## src/ccs_pkg.sv

```systemverilog
// Constants, codes and register map of the charger control sequencer
package ccs_pkg;
    localparam int unsigned CLK_HZ         = 25_000_000;
    localparam int unsigned T_VALID_MS     = 30;
    localparam int unsigned T_DETECT_MS    = 30;
    localparam int unsigned T_RCH_MS       = 30;
    localparam int unsigned BLINK_HZ       = 2;
    localparam int unsigned VALID_CYC      = CLK_HZ / 1000 * T_VALID_MS;
    localparam int unsigned DETECT_CYC     = CLK_HZ / 1000 * T_DETECT_MS;
    localparam int unsigned RCH_CYC        = CLK_HZ / 1000 * T_RCH_MS;
    localparam int unsigned BLINK_HALF_CYC = CLK_HZ / (2 * BLINK_HZ);
    localparam int          CNT_W          = 24;

    localparam int ADDR_W = 8;
    localparam logic [ADDR_W-1:0] REG_CTRL   = 8'h00;
    localparam logic [ADDR_W-1:0] REG_STATUS = 8'h04;
    localparam int  CTRL_IND_EN = 0;
    localparam int  CTRL_HIZ    = 1;
    localparam logic [1:0] CTRL_RESET = 2'h1;
    localparam logic [1:0] RESP_OKAY   = 2'h0;
    localparam logic [1:0] RESP_DECERR = 2'h3;

    localparam logic [1:0] STAT_READY  = 2'h0;
    localparam logic [1:0] STAT_CHARGE = 2'h1;
    localparam logic [1:0] STAT_DONE   = 2'h2;
    localparam logic [1:0] STAT_FAULT  = 2'h3;

    localparam logic [2:0] FLT_NONE  = 3'h0;
    localparam logic [2:0] FLT_OVP   = 3'h1;
    localparam logic [2:0] FLT_SLEEP = 3'h2;
    localparam logic [2:0] FLT_POOR  = 3'h3;
    localparam logic [2:0] FLT_BOVP  = 3'h4;
    localparam logic [2:0] FLT_TSD   = 3'h5;
    localparam logic [2:0] FLT_NOBAT = 3'h6;
    localparam logic [2:0] FLT_NTC   = 3'h7;

    // Synchronised comparator and pin inputs
    localparam int IN_UV = 0, IN_OVP = 1, IN_OVPCLR = 2, IN_SLEEP = 3, IN_SHORT = 4, IN_RCH = 5;
    localparam int IN_TERM = 6, IN_FLOAT = 7, IN_BOVP = 8, IN_DET = 9, IN_FOLD = 10, IN_TRIP = 11;
    localparam int IN_HOT = 12, IN_COLD = 13, IN_FLOOR = 14, IN_INH = 15, IN_LIM = 16, IN_W = 17;
    // Registered control outputs
    localparam int O_LOAD = 0, O_INSW = 1, O_PRE = 2, O_PWM = 3, O_SLEW = 4, O_FLOOR = 5;
    localparam int O_FOLD = 6, O_DET = 7, O_NOBAT = 8, O_REVBLK = 9, O_LIMHI = 10, O_IND = 11;
    localparam int OUT_W = 12;

    typedef enum logic [3:0] {
        ST_HIZ      = 4'h0,
        ST_VALIDATE = 4'h1,
        ST_PRECHG   = 4'h2,
        ST_CC       = 4'h3,
        ST_CV       = 4'h4,
        ST_DETECT   = 4'h5,
        ST_DONE     = 4'h6,
        ST_NOBAT    = 4'h7,
        ST_FAULT    = 4'h8
    } ccs_state_t;
endpackage

```

## src/ccs_top.sv

```systemverilog
// Charger control sequencer with AXI4-Lite control and status registers
//
// The implementer's own choices: the register addresses and the AXI4-Lite interface to the registers.
`timescale 1ns/10ps
module ccs_top
    import ccs_pkg::*;
#(
    parameter int unsigned VALID_CYCLES  = VALID_CYC,
    parameter int unsigned DETECT_CYCLES = DETECT_CYC,
    parameter int unsigned RCH_CYCLES    = RCH_CYC,
    parameter int unsigned BLINK_CYCLES  = BLINK_HALF_CYC
) (
    input  wire logic              aclk,
    input  wire logic              aresetn,
    input  wire logic              s_axi_awvalid,
    output      logic              s_axi_awready,
    input  wire logic [ADDR_W-1:0] s_axi_awaddr,
    input  wire logic              s_axi_wvalid,
    output      logic              s_axi_wready,
    input  wire logic [31:0]       s_axi_wdata,
    input  wire logic [3:0]        s_axi_wstrb,
    output      logic              s_axi_bvalid,
    input  wire logic              s_axi_bready,
    output      logic [1:0]        s_axi_bresp,
    input  wire logic              s_axi_arvalid,
    output      logic              s_axi_arready,
    input  wire logic [ADDR_W-1:0] s_axi_araddr,
    output      logic              s_axi_rvalid,
    input  wire logic              s_axi_rready,
    output      logic [31:0]       s_axi_rdata,
    output      logic [1:0]        s_axi_rresp,
    input  wire logic              input_above_undervolt,
    input  wire logic              input_above_overvolt,
    input  wire logic              input_below_ovp_hyst,
    input  wire logic              input_below_sleep,
    input  wire logic              battery_above_precharge,
    input  wire logic              battery_below_recharge,
    input  wire logic              current_at_termination,
    input  wire logic              battery_near_float,
    input  wire logic              output_above_bat_ovp,
    input  wire logic              battery_above_detect,
    input  wire logic              temp_at_fold,
    input  wire logic              temp_above_trip,
    input  wire logic              thermistor_hot,
    input  wire logic              thermistor_cold,
    input  wire logic              input_at_floor,
    input  wire logic              charge_inhibit,
    input  wire logic              input_limit_select,
    output      logic              test_load_en,
    output      logic              input_blocking_switch_on,
    output      logic              precharge_en,
    output      logic              pwm_en,
    output      logic              current_slew_en,
    output      logic              input_floor_hold,
    output      logic              current_fold_en,
    output      logic              detect_sink_en,
    output      logic              nobat_regulate_en,
    output      logic              reverse_block_en,
    output      logic              input_limit_high,
    output      logic              charge_indicator_o,
    output      logic              charge_indicator_oe
);
    typedef struct packed {
        logic [IN_W-1:0]   sync1;
        logic [IN_W-1:0]   sync2;
        logic              inh_prev;
        ccs_state_t        st;
        logic [2:0]        fault;
        logic              suspend;
        logic [CNT_W-1:0]  tmr;
        logic [CNT_W-1:0]  blink_cnt;
        logic              blink;
        logic              ind_en;
        logic              sw_hiz;
        logic [OUT_W-1:0]  outs;
        logic              aw_have;
        logic [ADDR_W-1:0] aw_addr;
        logic              w_have;
        logic [31:0]       w_data;
        logic [3:0]        w_strb;
        logic              bvalid;
        logic [1:0]        bresp;
        logic              rvalid;
        logic [31:0]       rdata;
        logic [1:0]        rresp;
    } ccs_regs_t;

    ccs_regs_t        q;
    ccs_regs_t        d;
    logic [IN_W-1:0]  raw;
    logic [IN_W-1:0]  in_s;
    logic [1:0]       stat_code;
    logic [2:0]       fault_code;
    logic             charging;
    logic             active;

    assign raw = {input_limit_select, charge_inhibit, input_at_floor, thermistor_cold, thermistor_hot,
                  temp_above_trip, temp_at_fold, battery_above_detect, output_above_bat_ovp,
                  battery_near_float, current_at_termination, battery_below_recharge,
                  battery_above_precharge, input_below_sleep, input_below_ovp_hyst,
                  input_above_overvolt, input_above_undervolt};
    assign in_s = q.sync2;

    // Status and fault codes seen by software
    always_comb begin
        unique case (q.st)
            ST_HIZ, ST_VALIDATE: stat_code = STAT_READY;
            ST_PRECHG, ST_CC, ST_CV, ST_DETECT: stat_code = STAT_CHARGE;
            ST_DONE: stat_code = STAT_DONE;
            default: stat_code = STAT_FAULT;
        endcase
        if (q.suspend) begin
            stat_code = STAT_FAULT;
        end
        fault_code = q.suspend ? FLT_TSD : ((stat_code == STAT_FAULT) ? q.fault : FLT_NONE);
    end

    assign charging = (q.st == ST_PRECHG) || (q.st == ST_CC) || (q.st == ST_CV) || (q.st == ST_NOBAT);
    assign active   = (q.st != ST_HIZ) && (q.st != ST_FAULT);

    always_comb begin
        d = q;
        d.sync1    = raw;
        d.sync2    = q.sync1;
        d.inh_prev = in_s[IN_INH];

        // Trip suspends the sequencer and its pre-charge, PWM, slew, fold, floor and detect outputs; fold level low again counts as cooled
        if (in_s[IN_TRIP]) begin
            d.suspend = 1'b1;
        end else if (!in_s[IN_FOLD]) begin
            d.suspend = 1'b0;
        end

        // Sequencer and its timer are frozen as a whole while suspended
        if (!q.suspend) begin
            if (q.sw_hiz || in_s[IN_INH]) begin
                d.st  = ST_HIZ;
                d.tmr = '0;
            end else if (in_s[IN_INH] != q.inh_prev) begin
                d.st  = ST_VALIDATE;
                d.tmr = '0;
            end else if (active && in_s[IN_OVP]) begin
                d.st    = ST_FAULT;
                d.fault = FLT_OVP;
            end else if (active && !in_s[IN_UV]) begin
                d.st    = charging ? ST_FAULT : ST_HIZ;
                d.fault = FLT_POOR;
            end else if (active && in_s[IN_SLEEP]) begin
                d.st    = ST_FAULT;
                d.fault = FLT_SLEEP;
            end else if (charging && (in_s[IN_HOT] || in_s[IN_COLD])) begin
                d.st    = ST_FAULT;
                d.fault = FLT_NTC;
            end else if (charging && in_s[IN_BOVP]) begin
                d.st    = ST_FAULT;
                d.fault = FLT_BOVP;
            end else begin
                unique case (q.st)
                    ST_HIZ: begin
                        if (in_s[IN_UV]) begin
                            d.st  = ST_VALIDATE;
                            d.tmr = '0;
                        end
                    end
                    ST_VALIDATE: begin
                        // Any break in the window restarts the count
                        if (q.tmr == CNT_W'(VALID_CYCLES - 1)) begin
                            d.st    = in_s[IN_SHORT] ? ST_CC : ST_PRECHG;
                            d.fault = FLT_NONE;
                            d.tmr   = '0;
                        end else begin
                            d.tmr = q.tmr + CNT_W'(1);
                        end
                    end
                    ST_PRECHG: begin
                        if (in_s[IN_SHORT]) begin
                            d.st = ST_CC;
                        end
                    end
                    ST_CC: begin
                        if (in_s[IN_FLOAT]) begin
                            d.st = ST_CV;
                        end
                    end
                    ST_CV: begin
                        if (in_s[IN_TERM]) begin
                            d.st  = ST_DETECT;
                            d.tmr = '0;
                        end
                    end
                    ST_DETECT: begin
                        if (q.tmr == CNT_W'(DETECT_CYCLES - 1)) begin
                            d.st    = in_s[IN_DET] ? ST_DONE : ST_NOBAT;
                            d.fault = in_s[IN_DET] ? FLT_NONE : FLT_NOBAT;
                            d.tmr   = '0;
                        end else begin
                            d.tmr = q.tmr + CNT_W'(1);
                        end
                    end
                    ST_DONE: begin
                        if (!in_s[IN_RCH]) begin
                            d.tmr = '0;
                        end else if (q.tmr == CNT_W'(RCH_CYCLES - 1)) begin
                            d.st  = ST_VALIDATE;
                            d.tmr = '0;
                        end else begin
                            d.tmr = q.tmr + CNT_W'(1);
                        end
                    end
                    ST_NOBAT: begin
                        d.st = ST_NOBAT;
                    end
                    ST_FAULT: begin
                        // Every cleared fault goes back through validation
                        d.tmr = '0;
                        unique case (q.fault)
                            FLT_OVP:   if (in_s[IN_OVPCLR]) d.st = ST_VALIDATE;
                            FLT_POOR:  if (in_s[IN_UV]) d.st = ST_VALIDATE;
                            FLT_SLEEP: if (!in_s[IN_SLEEP]) d.st = ST_VALIDATE;
                            FLT_NTC:   if (!in_s[IN_HOT] && !in_s[IN_COLD]) d.st = ST_VALIDATE;
                            FLT_BOVP:  if (!in_s[IN_BOVP]) d.st = ST_VALIDATE;
                            default:   d.st = ST_VALIDATE;
                        endcase
                    end
                    default: d.st = ST_HIZ;
                endcase
            end
        end

        // Free-running blink for the fault indication
        if (q.blink_cnt == CNT_W'(BLINK_CYCLES - 1)) begin
            d.blink_cnt = '0;
            d.blink     = !q.blink;
        end else begin
            d.blink_cnt = q.blink_cnt + CNT_W'(1);
        end

        d.outs[O_LOAD]   = (q.st == ST_VALIDATE);
        d.outs[O_INSW]   = (q.st != ST_HIZ) && !((q.st == ST_FAULT) && (q.fault == FLT_OVP));
        d.outs[O_PRE]    = (q.st == ST_PRECHG) && !q.suspend;
        d.outs[O_PWM]    = ((q.st == ST_CC) || (q.st == ST_CV) || (q.st == ST_NOBAT)) && !q.suspend;
        d.outs[O_SLEW]   = (q.st == ST_CC) && !q.suspend;
        d.outs[O_FLOOR]  = d.outs[O_PWM] && in_s[IN_FLOOR];
        d.outs[O_FOLD]   = d.outs[O_PWM] && in_s[IN_FOLD];
        d.outs[O_DET]    = (q.st == ST_DETECT) && !q.suspend;
        d.outs[O_NOBAT]  = (q.st == ST_NOBAT);
        d.outs[O_REVBLK] = (q.st == ST_HIZ) || in_s[IN_SLEEP];
        d.outs[O_LIMHI]  = in_s[IN_LIM];
        d.outs[O_IND]    = (stat_code == STAT_FAULT) ? q.blink
                         : ((stat_code == STAT_CHARGE) && q.ind_en);

        // AXI4-Lite write: address and data taken in either order
        if (s_axi_awvalid && s_axi_awready) begin
            d.aw_have = 1'b1;
            d.aw_addr = s_axi_awaddr;
        end
        if (s_axi_wvalid && s_axi_wready) begin
            d.w_have = 1'b1;
            d.w_data = s_axi_wdata;
            d.w_strb = s_axi_wstrb;
        end
        if (q.bvalid && s_axi_bready) begin
            d.bvalid = 1'b0;
        end
        if (q.aw_have && q.w_have && !q.bvalid) begin
            d.aw_have = 1'b0;
            d.w_have  = 1'b0;
            d.bvalid  = 1'b1;
            d.bresp   = RESP_OKAY;
            if (q.aw_addr[ADDR_W-1:2] == REG_CTRL[ADDR_W-1:2]) begin
                if (q.w_strb[0]) begin
                    d.ind_en = q.w_data[CTRL_IND_EN];
                    d.sw_hiz = q.w_data[CTRL_HIZ];
                end
            end else if (q.aw_addr[ADDR_W-1:2] != REG_STATUS[ADDR_W-1:2]) begin
                d.bresp = RESP_DECERR;
            end
        end

        // AXI4-Lite read
        if (q.rvalid && s_axi_rready) begin
            d.rvalid = 1'b0;
        end
        if (s_axi_arvalid && s_axi_arready) begin
            d.rvalid = 1'b1;
            d.rresp  = RESP_OKAY;
            d.rdata  = '0;
            if (s_axi_araddr[ADDR_W-1:2] == REG_CTRL[ADDR_W-1:2]) begin
                d.rdata[1:0] = {q.sw_hiz, q.ind_en};
            end else if (s_axi_araddr[ADDR_W-1:2] == REG_STATUS[ADDR_W-1:2]) begin
                d.rdata[9:0] = {q.suspend, q.st, fault_code, stat_code};
            end else begin
                d.rresp = RESP_DECERR;
            end
        end
    end

    always_ff @(posedge aclk) begin
        if (!aresetn) begin
            q        <= '0;
            q.ind_en <= CTRL_RESET[CTRL_IND_EN];
            q.sw_hiz <= CTRL_RESET[CTRL_HIZ];
        end else begin
            q <= d;
        end
    end

    // One write buffered at a time; the response slot must be free
    assign s_axi_awready = !q.aw_have && !q.bvalid;
    assign s_axi_wready  = !q.w_have && !q.bvalid;
    assign s_axi_bvalid  = q.bvalid;
    assign s_axi_bresp   = q.bresp;
    assign s_axi_arready = !q.rvalid;
    assign s_axi_rvalid  = q.rvalid;
    assign s_axi_rdata   = q.rdata;
    assign s_axi_rresp   = q.rresp;

    assign test_load_en             = q.outs[O_LOAD];
    assign input_blocking_switch_on = q.outs[O_INSW];
    assign precharge_en             = q.outs[O_PRE];
    assign pwm_en                   = q.outs[O_PWM];
    assign current_slew_en          = q.outs[O_SLEW];
    assign input_floor_hold         = q.outs[O_FLOOR];
    assign current_fold_en          = q.outs[O_FOLD];
    assign detect_sink_en           = q.outs[O_DET];
    assign nobat_regulate_en        = q.outs[O_NOBAT];
    assign reverse_block_en         = q.outs[O_REVBLK];
    assign input_limit_high         = q.outs[O_LIMHI];
    assign charge_indicator_o       = 1'b0;
    assign charge_indicator_oe      = q.outs[O_IND];
endmodule

```

## config.mk

```make
export PLATFORM = sky130hd
export DESIGN_NAME = ccs_top
export DESIGN_NICKNAME = d
export VERILOG_FILES = /design/src/ccs_pkg.sv /design/src/ccs_top.sv
export SDC_FILE = /design/constraint.sdc
export NUM_CORES = 1
export LEC_CHECK = 0
export BUFFER_PORTS_ARGS = -buffer_cell sky130_fd_sc_hd__buf_2
export CAP_MARGIN = 10
export CORE_AREA = 2 2 143 145
export CTS_CLUSTER_SIZE = 25
export DETAILED_ROUTE_END_ITERATION = 7
export DIE_AREA = 0 0 145 147
export GPL_ROUTABILITY_DRIVEN = 1
export GPL_TIMING_DRIVEN = 0
export PLACE_DENSITY = 0.53
export SLEW_MARGIN = 20
export SYNTH_ARGS = -nofsm -noshare
export SYNTH_HDL_FRONTEND = slang
export SYNTH_SLANG_ARGS = --single-unit
```

## constraint.sdc

```tcl
create_clock -name aclk -period 3.8 [get_ports aclk]
set_input_delay 0.57 -clock aclk [delete_from_list [all_inputs] [get_ports aclk]]
set_output_delay 0.57 -clock aclk [all_outputs]
set_load 0.02 [all_outputs]
```

---- Yosys cells after proc, flatten, opt, wreduce, memory -nomap -nowiden ----
Cells that the tools add are included.
cells by class
  equal/unequal tests ..................... 42
  add/sub/neg operators ................... 2
  bitwise logic cells ..................... 4
  reduce and logical (&&, ||, !) cells .... 60
  multiplexer cells ....................... 56
operator list
  kind                                                                     number
  24-bit two-way mux                                                       11
  24-bit one-hot mux with 5 select lines                                   1
  4-bit two-way mux                                                        13
  7-bit two-way mux                                                        7
  24-bit by 1-bit adder with 24-bit output, second input constant          2
  9-bit != test, second input constant                                     5
  10-bit != test, second input constant                                    4
  4-bit one-hot mux with 9 select lines                                    1
  35-bit two-way mux                                                       1
  1-bit logical AND                                                        25
  24-bit by 20-bit equality test with 1-bit output, second input constant  1
  24-bit by 23-bit equality test with 1-bit output, second input constant  1
  4-bit one-hot mux with 5 select lines                                    1
  4-bit by 3-bit equality test with 1-bit output, second input constant    4
  3-bit != test, second input constant                                     5
  7-bit nonzero test                                                       2
  6-bit logical NOT                                                        2
  2-bit two-way mux                                                        6
  3-bit two-way mux                                                        4
  4-bit != test, second input constant                                     3
  12-bit AND reduction                                                     1
  1-bit logical NOT                                                        10
  10-bit two-way mux                                                       1
  9-bit by 1-bit != test with 1-bit output, second input constant          1
  other kinds (29)                                                         52
storage, ports and cells
  word-level logic and storage cells ...... 186
  output and inout port bits .............. 54
  flip-flop bits (word level) ............. 135

---- Depth between registers and ports, before layout ----
Gate-level depths: netlist (run 1).
  depth in word-level cells ............... 12
  depth in mapped cells ................... 10
  depth with buffers taken out ............ 7

---- Worst setup path after synthesis (run 1) ----
Ideal clock, no wire load.
  kind .................................... reg-to-reg
  from .................................... reg q[151] in the netlist's numbering
  to ...................................... reg q[131] in the netlist's numbering
  path buffers ............................ 3
  data arrival time ....................... 2013 ps
  slack ................................... 1716 ps
  stages on the path, launching flop included .. 10
  period minus slack after synthesis ...... 2084 ps
  required time ........................... 3730 ps
  cells stage by stage .................... dfxtp_1 buf_6 or3_1 buf_2 o21ai_2 o21a_2 o2111ai_2 buf_6 or4_1 a21oi_1
between the ends
  word-level cells in the longest chain between the ends .. 10
ends and longest elaborated chain
  item                                                                                                              line            text
  start: declaration                                                                                                ccs_top.sv:88   ccs_regs_t q;
  4-bit by 1-bit equality test with 1-bit output or 4-bit by 3-bit equality test with 1-bit output (tied branches)  ccs_top.sv:158  unique case (q.st)
  2-bit OR reduction (no source line)                                                                               n/a
  24-bit one-hot mux with 5 select lines                                                                            ccs_top.sv:158
  24-bit two-way mux                                                                                                ccs_top.sv:154  end else if (charging && in_s[IN_BOVP]) begin
  24-bit two-way mux                                                                                                ccs_top.sv:151  end else if (charging && (in_s[IN_HOT] || in_s[IN_COLD])) begin
  24-bit two-way mux                                                                                                ccs_top.sv:148  end else if (active && in_s[IN_SLEEP]) begin
  24-bit two-way mux                                                                                                ccs_top.sv:145  end else if (active && !in_s[IN_UV]) begin
  24-bit two-way mux                                                                                                ccs_top.sv:142  end else if (active && in_s[IN_OVP]) begin
  24-bit two-way mux                                                                                                ccs_top.sv:139  end else if (in_s[IN_INH] != q.inh_prev) begin
  24-bit two-way mux                                                                                                ccs_top.sv:136  if (q.sw_hiz || in_s[IN_INH]) begin
Parallel ways exist; a longest one is shown, timed or not. The select of a mux whose other input is x is not followed.
A chain may end at the register's enable or synchronous reset.

---- Worst setup path in the final report (run 1) ----
  from .................................... reg q[96] in the netlist's numbering
  to ...................................... reg q[141] in the netlist's numbering
between the ends
  word-level cells in the longest chain between the ends .. 3
ends and longest elaborated chain
  item                                                          line
  1-bit logical OR (*)                                          ccs_top.sv:136
  4-bit != test (no source line), or another cell as far along  n/a
  9-bit AND reduction (no source line)                          n/a
Every way passes the cells marked *; elsewhere a longest branch is shown, timed or not.

==> results of run 1 <==
-- cell type report --
type	count	area share
timing repair buffer	69	0.0480
clock buffer	23	0.0650
buffer	72	0.0598
multi-input combinational	471	0.390
antenna	1	0.000348
clock inverter	9	0.0179
sequential	131	0.364
tap	270	0.0469
inverter	15	0.00782
-- placed cells by master (no fill, tap or decap), types with 6 or more instances in the layout --
cell type,instances
clkbuf_16,17
or4_1,6
o21ai_0,19
o31ai_1,6
clkbuf_1,30
buf_2,74
and2_1,42
a22oi_1,6
and3_1,7
inv_1,15
nand3_1,25
conb_1,23
dfxtp_1,131
buf_4,37
a21oi_1,41
or3_1,17
xnor2_1,12
nor2_1,70
nand2_1,43
nand4_1,14
nor4_1,7
nor3_1,14
o211ai_1,10
xor2_1,12
o22ai_1,7
nand2b_1,7
mux2i_1,13
-- cell usage after synthesis, drive strengths merged (4+ instances only) --
library cell	instances	area [um^2]
a22oi	6	45.0
nand2b	7	43.8
and3	7	43.8
nor4	7	43.8
o22ai	7	43.8
buf	46	333
nor2	70	263
xnor2	12	105
or3	17	106
or4	6	45.0
nand4	14	87.6
and2	43	269
o211ai	10	75.1
inv	15	56.3
nor3	14	70.1
dfxtp	131	2620
o31ai	7	57.6
a211oi	5	37.5
nand3b	5	37.5
nor2b	4	25.0
xor2	12	105
and4	5	43.8
nand3	26	135
o21ai	22	114
nand2	43	161
a21oi	41	205
mux2i	13	130
clkbuf	26	97.6
-- power breakdown --
group	internal [mW]	total (mW)	leakage, nW	switching (mW)
clock network	1.06	1.66	0.287	0.592
logic	0.293	0.849	1.43	0.556
registers	1.44	1.48	1.07	0.0402
total	2.80	3.99	2.79	1.19
-- registers in the layout, indices dropped and copies added (netlist names), 10 cells and up --
register     flops
q               71
d               17
in_s            17
s_axi_rdata     10
-- path summary, 6_finish.rpt --
check | end | cells after the start | from | slack, ns
setup / recovery | q[141] | 7 | q[96] | 1.29
hold / removal | s_axi_rvalid | 2 | s_axi_rready | 0.33
setup reg to reg | q[141] | 7 | q[96] | 1.29
hold reg to reg | input_floor_hold | 1 | in_s[14] | 0.42
-- routing by layer --
layer	global-route usage	vias up	part of all wire
li1	-	2527	-
met1	0.193	2309	0.49
met2	0.223	148	0.44
met3	0.0370	15	0.057
met4	0.0450	0	0.014
met5	0	-	0
-- cell families after synthesis --
group,count (synthesis)
buffers and inverters,87
DFF,131
other,1
adders and majority gates,2
muxes,15
xor gates and xnor gates,24
AOI/OAI and AO/OA,123
and+or+nand+nor,284
-- metrics by stage --
step | util | setup WS (ns) | hold WS, ns | area, um^2
global placement | 0.333 | 1.34 | 0.409 | 6600
floorplan | - | 1.72 | 0.406 | 5920
finish | 0.363 | 1.29 | 0.333 | 7200
global route | 0.363 | 1.11 | 0.337 | 7200
detailed placement | 0.333 | 1.36 | 0.417 | 6600
CTS | 0.363 | 1.35 | 0.317 | 7200
-- worst max-delay path, cell delays in order, from the launching register on --
cell,delay [ns]
dfxtp_1,0.36
or3_1,0.37
clkbuf_1,0.20
a211oi_1,0.29
o21a_1,0.33
clkbuf_1,0.45
nand4b_1,0.17
o32ai_1,0.24
==> flow_metrics.tcl, run 1 <==
set metrics [dict create \
    status "finished clean" \
    cts_resized 0 \
    leakagePower_nw 2.79 \
    drt_iter0_markers 302 \
    synth_compound_area_frac 0.140 \
    area_growth_pct 23.4 \
    post_cts_buffers 0 \
    slew_headroom 0.446 \
    irDropWorstVdd_uv 344 \
    ant_nets 0 \
    synth_flop_cell "dfxtp_1" \
    cap_violations 0 \
    finalMaxSlewViolations 0 \
    portBuffers 69 \
    place.gp.congestion 0.886 \
    synth.cell_area_mm2 0.00583 \
    clockBufferDepth 2 \
    yosys_warnings 0 \
    skew_ns 0.00806 \
    syn_area_per_cell_um2 8.75 \
    grt_pass1_wl_um 24200 \
    async_flop_share 0 \
    antenna_found_initial 0 \
    instances_no_fill 1061 \
    hold_path_class "input port to flop" \
    seqCellArea_mm2 0.00262 \
    dieArea_mm2 0.0213 \
    timing.fmax_mhz 398 \
    clock_latency_ns 0.42 \
    startpoint_type "flop" \
    synthCells 667 \
    clk_pin_slew_worst_paths_ns 0.06 \
    final_nets 855 \
    die_h_um 147 \
    holdBufCountCts 0 \
    yosys.area_share.simple 0.259 \
    synth_top_family_by_area "simple AND/OR/NAND/NOR gates" \
    worstSetupEndpointType "flop" \
    synth_xor_area_frac 0.0360 \
    wl_per_cell_um 14.0 \
    drc_errors 0 \
    cts_tree "yes" \
    finalCritPeriodShare 0.662 \
    ys_types 67 \
    critPathMaxFanout 10 \
    cts_inserted_buffers 17 \
    crit_required_ns 4.13 \
    io_pins 130 \
    setup_viol 0 \
    tightest_slew_ns 0.824 \
    clock_sinks 131 \
    grt_pass1_vias 4650 \
    viasPerCell 4.71 \
    setup_tns_ns 0 \
    vias 4999 \
    cp.arrival_ns 2.84 \
    rows 52 \
    drive_above_1_share 0.196 \
    dp_hpwl_um 10700 \
    hold_violations 0 \
    nFillCells 2033 \
    synth_edf_count 0 \
    dr.pass1.iters 5 \
    rsz0062_at_grt "no" \
    dp_cells 1028 \
    multi_input_area_mm2 0.00281 \
    ys_ff_latch 131 \
    muxShareOfSynthArea 0.0262 \
    total_power_mw 3.99 \
    overflow 0 \
    ys_seq_area_frac 0.449 \
    yosys.area_share.adder 0.00429 \
    die_x_um 145 \
    grt_max_degree 17 \
    htreeDepth 4 \
    path_class "flop to flop" \
    initial_core_util 0.294 \
    cts_root_buf "clkbuf_16" \
    drt-total-wl_um 14900 \
    grt_usage 0.142 \
    min_period_ns 2.51 \
    power_density_mw_per_mm2 554 \
    core_mm2 0.0198 \
]
No activity file was read; power rests on OpenSTA's default activity.
==> inputs of run 2 (changes only) <==
--- a/config.mk
+++ b/config.mk
@@ -5,15 +5,16 @@
 export SDC_FILE = /design/constraint.sdc
 export NUM_CORES = 1
 export LEC_CHECK = 0
+export ABC_AREA = 1
 export BUFFER_PORTS_ARGS = -buffer_cell sky130_fd_sc_hd__buf_2
 export CAP_MARGIN = 10
-export CORE_AREA = 2 2 143 145
+export CORE_AREA = 2 2 150 152
 export CTS_CLUSTER_SIZE = 25
 export DETAILED_ROUTE_END_ITERATION = 7
-export DIE_AREA = 0 0 145 147
+export DIE_AREA = 0 0 152 154
 export GPL_ROUTABILITY_DRIVEN = 1
 export GPL_TIMING_DRIVEN = 0
-export PLACE_DENSITY = 0.53
+export PLACE_DENSITY = 0.52
 export SLEW_MARGIN = 20
 export SYNTH_ARGS = -nofsm -noshare
 export SYNTH_HDL_FRONTEND = slang
==> constraint.sdc (replaced) <==
create_clock -name aclk -period 2.46 [get_ports aclk]
set_input_delay 0.369 -clock aclk [delete_from_list [all_inputs] [get_ports aclk]]
set_output_delay 0.369 -clock aclk [all_outputs]
set_load 0.02 [all_outputs]
==> flow_metrics.tcl, run 2 <==
set metrics [dict create \
    status "finished clean" \
    ys_seq_area_frac 0.409 \
    final_nets 1119 \
    ys_ff_latch 131 \
    crit_required_ns 2.83 \
    p_int_mw 4.54 \
    slew_headroom 0.516 \
    cap_violations 0 \
    clock_latency_ns 0.43 \
    holdBufCountCts 0 \
    setup_tns_ns 0 \
    ff2ff_path_depth 10 \
    skew_ns 0.00727 \
    die_h_um 154 \
    worstSetupEndpointType "flop" \
    timing.fmax_mhz 456 \
    p_seq_frac 0.329 \
    area_growth_pct 21.7 \
    synthCells 932 \
    grt_usage 0.145 \
    drive_above_1_share 0.180 \
    final_common_cell "nand2_1" \
    clock_sinks 131 \
    combPwrFrac 0.308 \
    place.gp.congestion 0.902 \
    ys_types 43 \
    dr.pass1.iters 5 \
    synth.cell_area_mm2 0.00641 \
    min_period_ns 2.19 \
    htreeDepth 4 \
    min_path_cells 3 \
    fin_area_mm2 0.00781 \
    core_mm2 0.0217 \
    num_antenna_cells 0 \
    initial_core_util 0.296 \
    ant_nets 0 \
    io_pins 130 \
    yosys_warnings 0 \
    leakagePower_nw 3.61 \
    power_frac_clock 0.364 \
    finalCritPeriodShare 0.892 \
    cp.arrival_ns 2.56 \
    dp_hpwl_um 12700 \
    startpoint_type "flop" \
    rsz0062_at_grt "no" \
    synth_area_leaders "dfxtp_1, nand2_1, nor2_1" \
    synth_top_area_frac 0.409 \
    clk_pin_slew_worst_paths_ns 0.07 \
    critPathMaxFanout 7 \
    worstReg2RegStart "q[123]" \
    final_cell_mix "nand2_1, nor2_1, dfxtp_1" \
    synth_edf_count 0 \
    async_flop_share 0 \
    p_sw_frac 0.373 \
    setup_viol 0 \
    drt_iter0_markers 337 \
    regMostFlops "q" \
    finalMaxSlewViolations 0 \
    overflow 0 \
    hp-start "input_below_sleep" \
    placed_area_mm2 0.00719 \
    vias 5896 \
    cts_root_buf "clkbuf_16" \
    rows 54 \
    dieArea_mm2 0.0234 \
    r2r-end "q[145]" \
    path_class "flop to flop" \
    tightest_slew_ns 0.727 \
    grt_pass1_wl_um 27100 \
    hold_violations 0 \
    fin_hold_ws_ns 0.119 \
    p_switching_mw 2.70 \
    power_density_mw_per_mm2 927 \
    cts_inserted_buffers 17 \
    antenna_found_initial 0 \
    drc_errors 0 \
    irDropWorstVdd_uv 593 \
    viasPerCell 4.42 \
    nFillCells 2344 \
    die_x_um 152 \
    grt_max_degree 17 \
    synth_flop_cell "dfxtp_1" \
    drt-total-wl_um 16700 \
    syn_area_per_cell_um2 6.88 \
    cts_tree "yes" \
    yosysMostFrequentCell "nand2_1" \
    rrSetupSlack_ns 0.27 \
    portBuffers 68 \
    wl_per_cell_um 12.5 \
    synth_top_cells_by_count "nand2_1, nor2_1, dfxtp_1" \
    grt_pass1_vias 5284 \
    synth_top_area_cell "dfxtp_1" \
    clockBufferDepth 2 \
    min_to "d[159]" \
    hold_path_class "input port to flop" \
    largest_register_ffs 71 \
]
run 2: changes by cell type after synthesis, sizes merged, moves of 8 or more:
cell,change
inv,+115
nor3,+13
or3,-17
clkbuf,-11
and2,-43
nand3,+28
mux2i,-13
xnor2,-9
o211ai,-8
o21ai,+8
a31oi,+8
nor2,+78
nand2,+185
a21oi,+8
run 2: worst max-delay path by stage:
stage / start / end / slack, ns / cells past startpoint
6_report: q[123] / q[145] / 0.27 / 10
5_1_grt: q[123] / q[145] / 0.1 / 10
4_1_cts: q[99] / q[101] / 0.05 / 9
3_5_place_dp: q[99] / q[101] / 0.06 / 9
3_3_place_gp: q[99] / q[101] / 0.12 / 9
2_1_floorplan: q[99] / q[101] / 0.75 / 9
run 2: layout make-up:
class                           instances  area (um^2)  share of cell area
Buffer                                 61          403              0.0516
Timing Repair Buffer                   68          340              0.0436
Tap cell                              280          350              0.0449
Multi-Input combinational cell        631         2990               0.383
Sequential cell                       131         2620               0.336
Inverter                              131          492              0.0630
Clock inverter                         15          186              0.0239
Clock buffer                           17          425              0.0545
run 2: power by group through the flow:
stage	logic (mW)	registers, mW	clock network (mW)
finish	2.22	2.38	2.63
global route	2.48	2.39	2.79
CTS	2.23	2.38	2.69
detailed placement	2.22	2.42	0
global placement	2.22	2.42	0
floorplan	1.64	2.43	0
run 2: worst max-delay path, cell delays in order, from the launching register on:
cell      delay (ns)
dfxtp_1         0.44
ha_1            0.22
nand3_1         0.16
nor2_2          0.29
nand4_1         0.27
nor3_2          0.33
nand2_1         0.08
nand3b_1        0.16
nand2_1         0.06
inv_1           0.03
nor2_1          0.08
run 2: cells by family after synthesis:
| kind of cell | synth area share |
|---|---|
| AO/OA/AOI/OAI | 0.0779 |
| AND/OR/NAND/NOR | 0.355 |
| buffers and inverters | 0.139 |
| other | 0.000585 |
| XOR/XNOR | 0.0150 |
| adder cells (fa/ha/maj) | 0.00390 |
| flip-flops | 0.409 |
run 2: timing repair:
action	CTS	global route
resized for setup	0	5
endpoints found under the setup margin	0	20
endpoints found under the hold margin	0	0
setup buffers	0	0
run 2: through the flow:
stage / power [mW] / setup slack, ns / std cells / util
6_report: 7.23 / 0.266 / 1334 / 0.360
3_3_place_gp: 4.65 / 0.116 / 1302 / 0.331
3_5_place_dp: 4.64 / 0.0617 / 1302 / 0.331
5_1_grt: 7.66 / 0.0984 / 1334 / 0.360
2_1_floorplan: 4.07 / 0.747 / 954 / -
4_1_cts: 7.29 / 0.0496 / 1334 / 0.360
run 2: routing by layer:
metal | track usage | part of all wire
met5 | 0 | 0
met4 | 0.0530 | 0.019
met3 | 0.0347 | 0.049
met2 | 0.226 | 0.44
met1 | 0.196 | 0.49
==> inputs of run 3 (changes only) <==
--- a/config.mk
+++ b/config.mk
@@ -5,16 +5,15 @@
 export SDC_FILE = /design/constraint.sdc
 export NUM_CORES = 1
 export LEC_CHECK = 0
-export ABC_AREA = 1
 export BUFFER_PORTS_ARGS = -buffer_cell sky130_fd_sc_hd__buf_2
 export CAP_MARGIN = 10
-export CORE_AREA = 2 2 150 152
+export CORE_AREA = 2 2 143 145
 export CTS_CLUSTER_SIZE = 25
 export DETAILED_ROUTE_END_ITERATION = 7
-export DIE_AREA = 0 0 152 154
+export DIE_AREA = 0 0 145 147
 export GPL_ROUTABILITY_DRIVEN = 1
 export GPL_TIMING_DRIVEN = 0
-export PLACE_DENSITY = 0.52
+export PLACE_DENSITY = 0.53
 export SLEW_MARGIN = 20
 export SYNTH_ARGS = -nofsm -noshare
 export SYNTH_HDL_FRONTEND = slang
==> flow_metrics.tcl, run 3 (synthesized netlist as in run 1, its figures left out) <==
set metrics [dict create \
    status "finished clean" \
    startpoint_type "flop" \
    dieArea_mm2 0.0213 \
    worstReg2RegStart "q[96]" \
    critPathLaunch "q[96]" \
    drive_above_1_share 0.205 \
    regMostFlops "q" \
    post_cts_buffers 0 \
    power_density_mw_per_mm2 857 \
    nFillCells 2037 \
    vias 5001 \
    grt_pass1_vias 4650 \
    cts_inserted_buffers 17 \
    place.gp.congestion 0.886 \
    cts_root_buf "clkbuf_16" \
    irDropWorstVdd_uv 532 \
    cts_tree "yes" \
    htreeDepth 4 \
    hold_violations 0 \
    rrSetupSlack_ns 0.11 \
    rsz0062_at_grt "no" \
    portBuffers 69 \
    finalMaxSlewViolations 0 \
    die_x_um 145 \
    crit_required_ns 2.78 \
    largest_register_ffs 71 \
    ff2ff_path_depth 7 \
    finalCritPeriodShare 0.955 \
    viasPerCell 4.72 \
    antenna_found_initial 0 \
    grt_pass1_wl_um 24200 \
    dp_hpwl_um 10700 \
    grt_max_degree 17 \
    clock_sinks 131 \
    ant_nets 0 \
    die_h_um 147 \
    leakagePower_nw 2.81 \
    io_pins 130 \
    cp.arrival_ns 2.67 \
    slew_headroom 0.464 \
    worstSetupEndpointType "flop" \
    fin_hold_ws_ns 0.134 \
    drt_iter0_markers 335 \
    initial_core_util 0.294 \
    grt_usage 0.142 \
    min_path_cells 2 \
    holdBufCountCts 0 \
    final_cell_mix "dfxtp_1, buf_2, nor2_1" \
    min_to "s_axi_rvalid" \
    clk_pin_slew_worst_paths_ns 0.06 \
    timing.fmax_mhz 426 \
    overflow 0 \
    skew_ns 0.00793 \
    cap_violations 0 \
    r2r-end "q[141]" \
    final_nets 854 \
    drc_errors 0 \
    clockBufferDepth 2 \
    multi_input_area_mm2 0.00281 \
    hold_path_class "input port to flop" \
    path_class "flop to flop" \
    core_mm2 0.0198 \
    drt-total-wl_um 14900 \
    hp-start "s_axi_rready" \
    area_growth_pct 23.7 \
    wl_per_cell_um 14.1 \
    critPathMaxFanout 10 \
    total_power_mw 6.18 \
    clock_latency_ns 0.41 \
    min_period_ns 2.35 \
    tightest_slew_ns 0.797 \
    rows 52 \
    dr.pass1.iters 5 \
    setup_viol 0 \
    final_common_cell "dfxtp_1" \
    seqCellArea_mm2 0.00262 \
]
run 3: area by class of cell:
cell class / instances / share of cell area
Sequential cell: 131 / 0.364
Multi-Input combinational cell: 471 / 0.390
Inverter: 15 / 0.00780
Timing Repair Buffer: 69 / 0.0479
Clock buffer: 23 / 0.0649
Buffer: 71 / 0.0609
Tap cell: 270 / 0.0468
Clock inverter: 9 / 0.0179
Antenna cell: 1 / 0.000347
run 3: critical path, cell delays in order (launching register included):
cell      delay, ns
dfxtp_1        0.37
or3_1          0.38
clkbuf_1       0.19
a211oi_1       0.29
o21a_1         0.35
clkbuf_2       0.32
nand4b_1       0.13
o32ai_1        0.22
run 3: repair_timing:
item / CTS / global route
gates resized for setup: 0 / 15
endpoints found under the hold margin: 0 / 0
endpoints found under the setup margin: 0 / 45
run 3: worst max-delay path by stage:
stage                        end  slack, ns  cells past startpoint
final                     q[141]       0.11                      7
after floorplan           q[131]       0.38                      9
after detailed placement  q[123]       0.02                     10
after CTS                 q[123]      0.006                      9
after global placement    q[123]     -0.002                      9
after global routing      q[141]      0.006                      7
run 3: stage by stage:
| step | setup TNS, ns | std cells | setup WS (ns) | instance area, um^2 | utilization |
|---|---|---|---|---|---|
| 3_3_place_gp | -0.00222 | 1028 | -0.00222 | 6600 | 0.333 |
| 4_1_cts | 0 | 1060 | 0.00586 | 7200 | 0.363 |
| 5_1_grt | 0 | 1059 | 0.00599 | 7210 | 0.363 |
| 3_5_place_dp | 0 | 1028 | 0.0166 | 6600 | 0.333 |
| 6_report | 0 | 1060 | 0.111 | 7210 | 0.364 |
| 2_1_floorplan | 0 | 689 | 0.376 | 5920 | - |
run 3: power breakdown:
| group | leakage, nW | switching (mW) | internal, mW | total [mW] |
|---|---|---|---|---|
| clock | 0.287 | 0.913 | 1.64 | 2.56 |
| combinational | 1.45 | 0.851 | 0.467 | 1.32 |
| sequential | 1.07 | 0.0767 | 2.23 | 2.31 |
run 3: metal layers:
metal  global-route usage  vias up  part of all wire
met1                0.193     2329              0.49
met2                0.223      132              0.44
li1                     -     2526                 -
met3               0.0370       14             0.052
met4               0.0450        0             0.013
met5                    0        -                 0
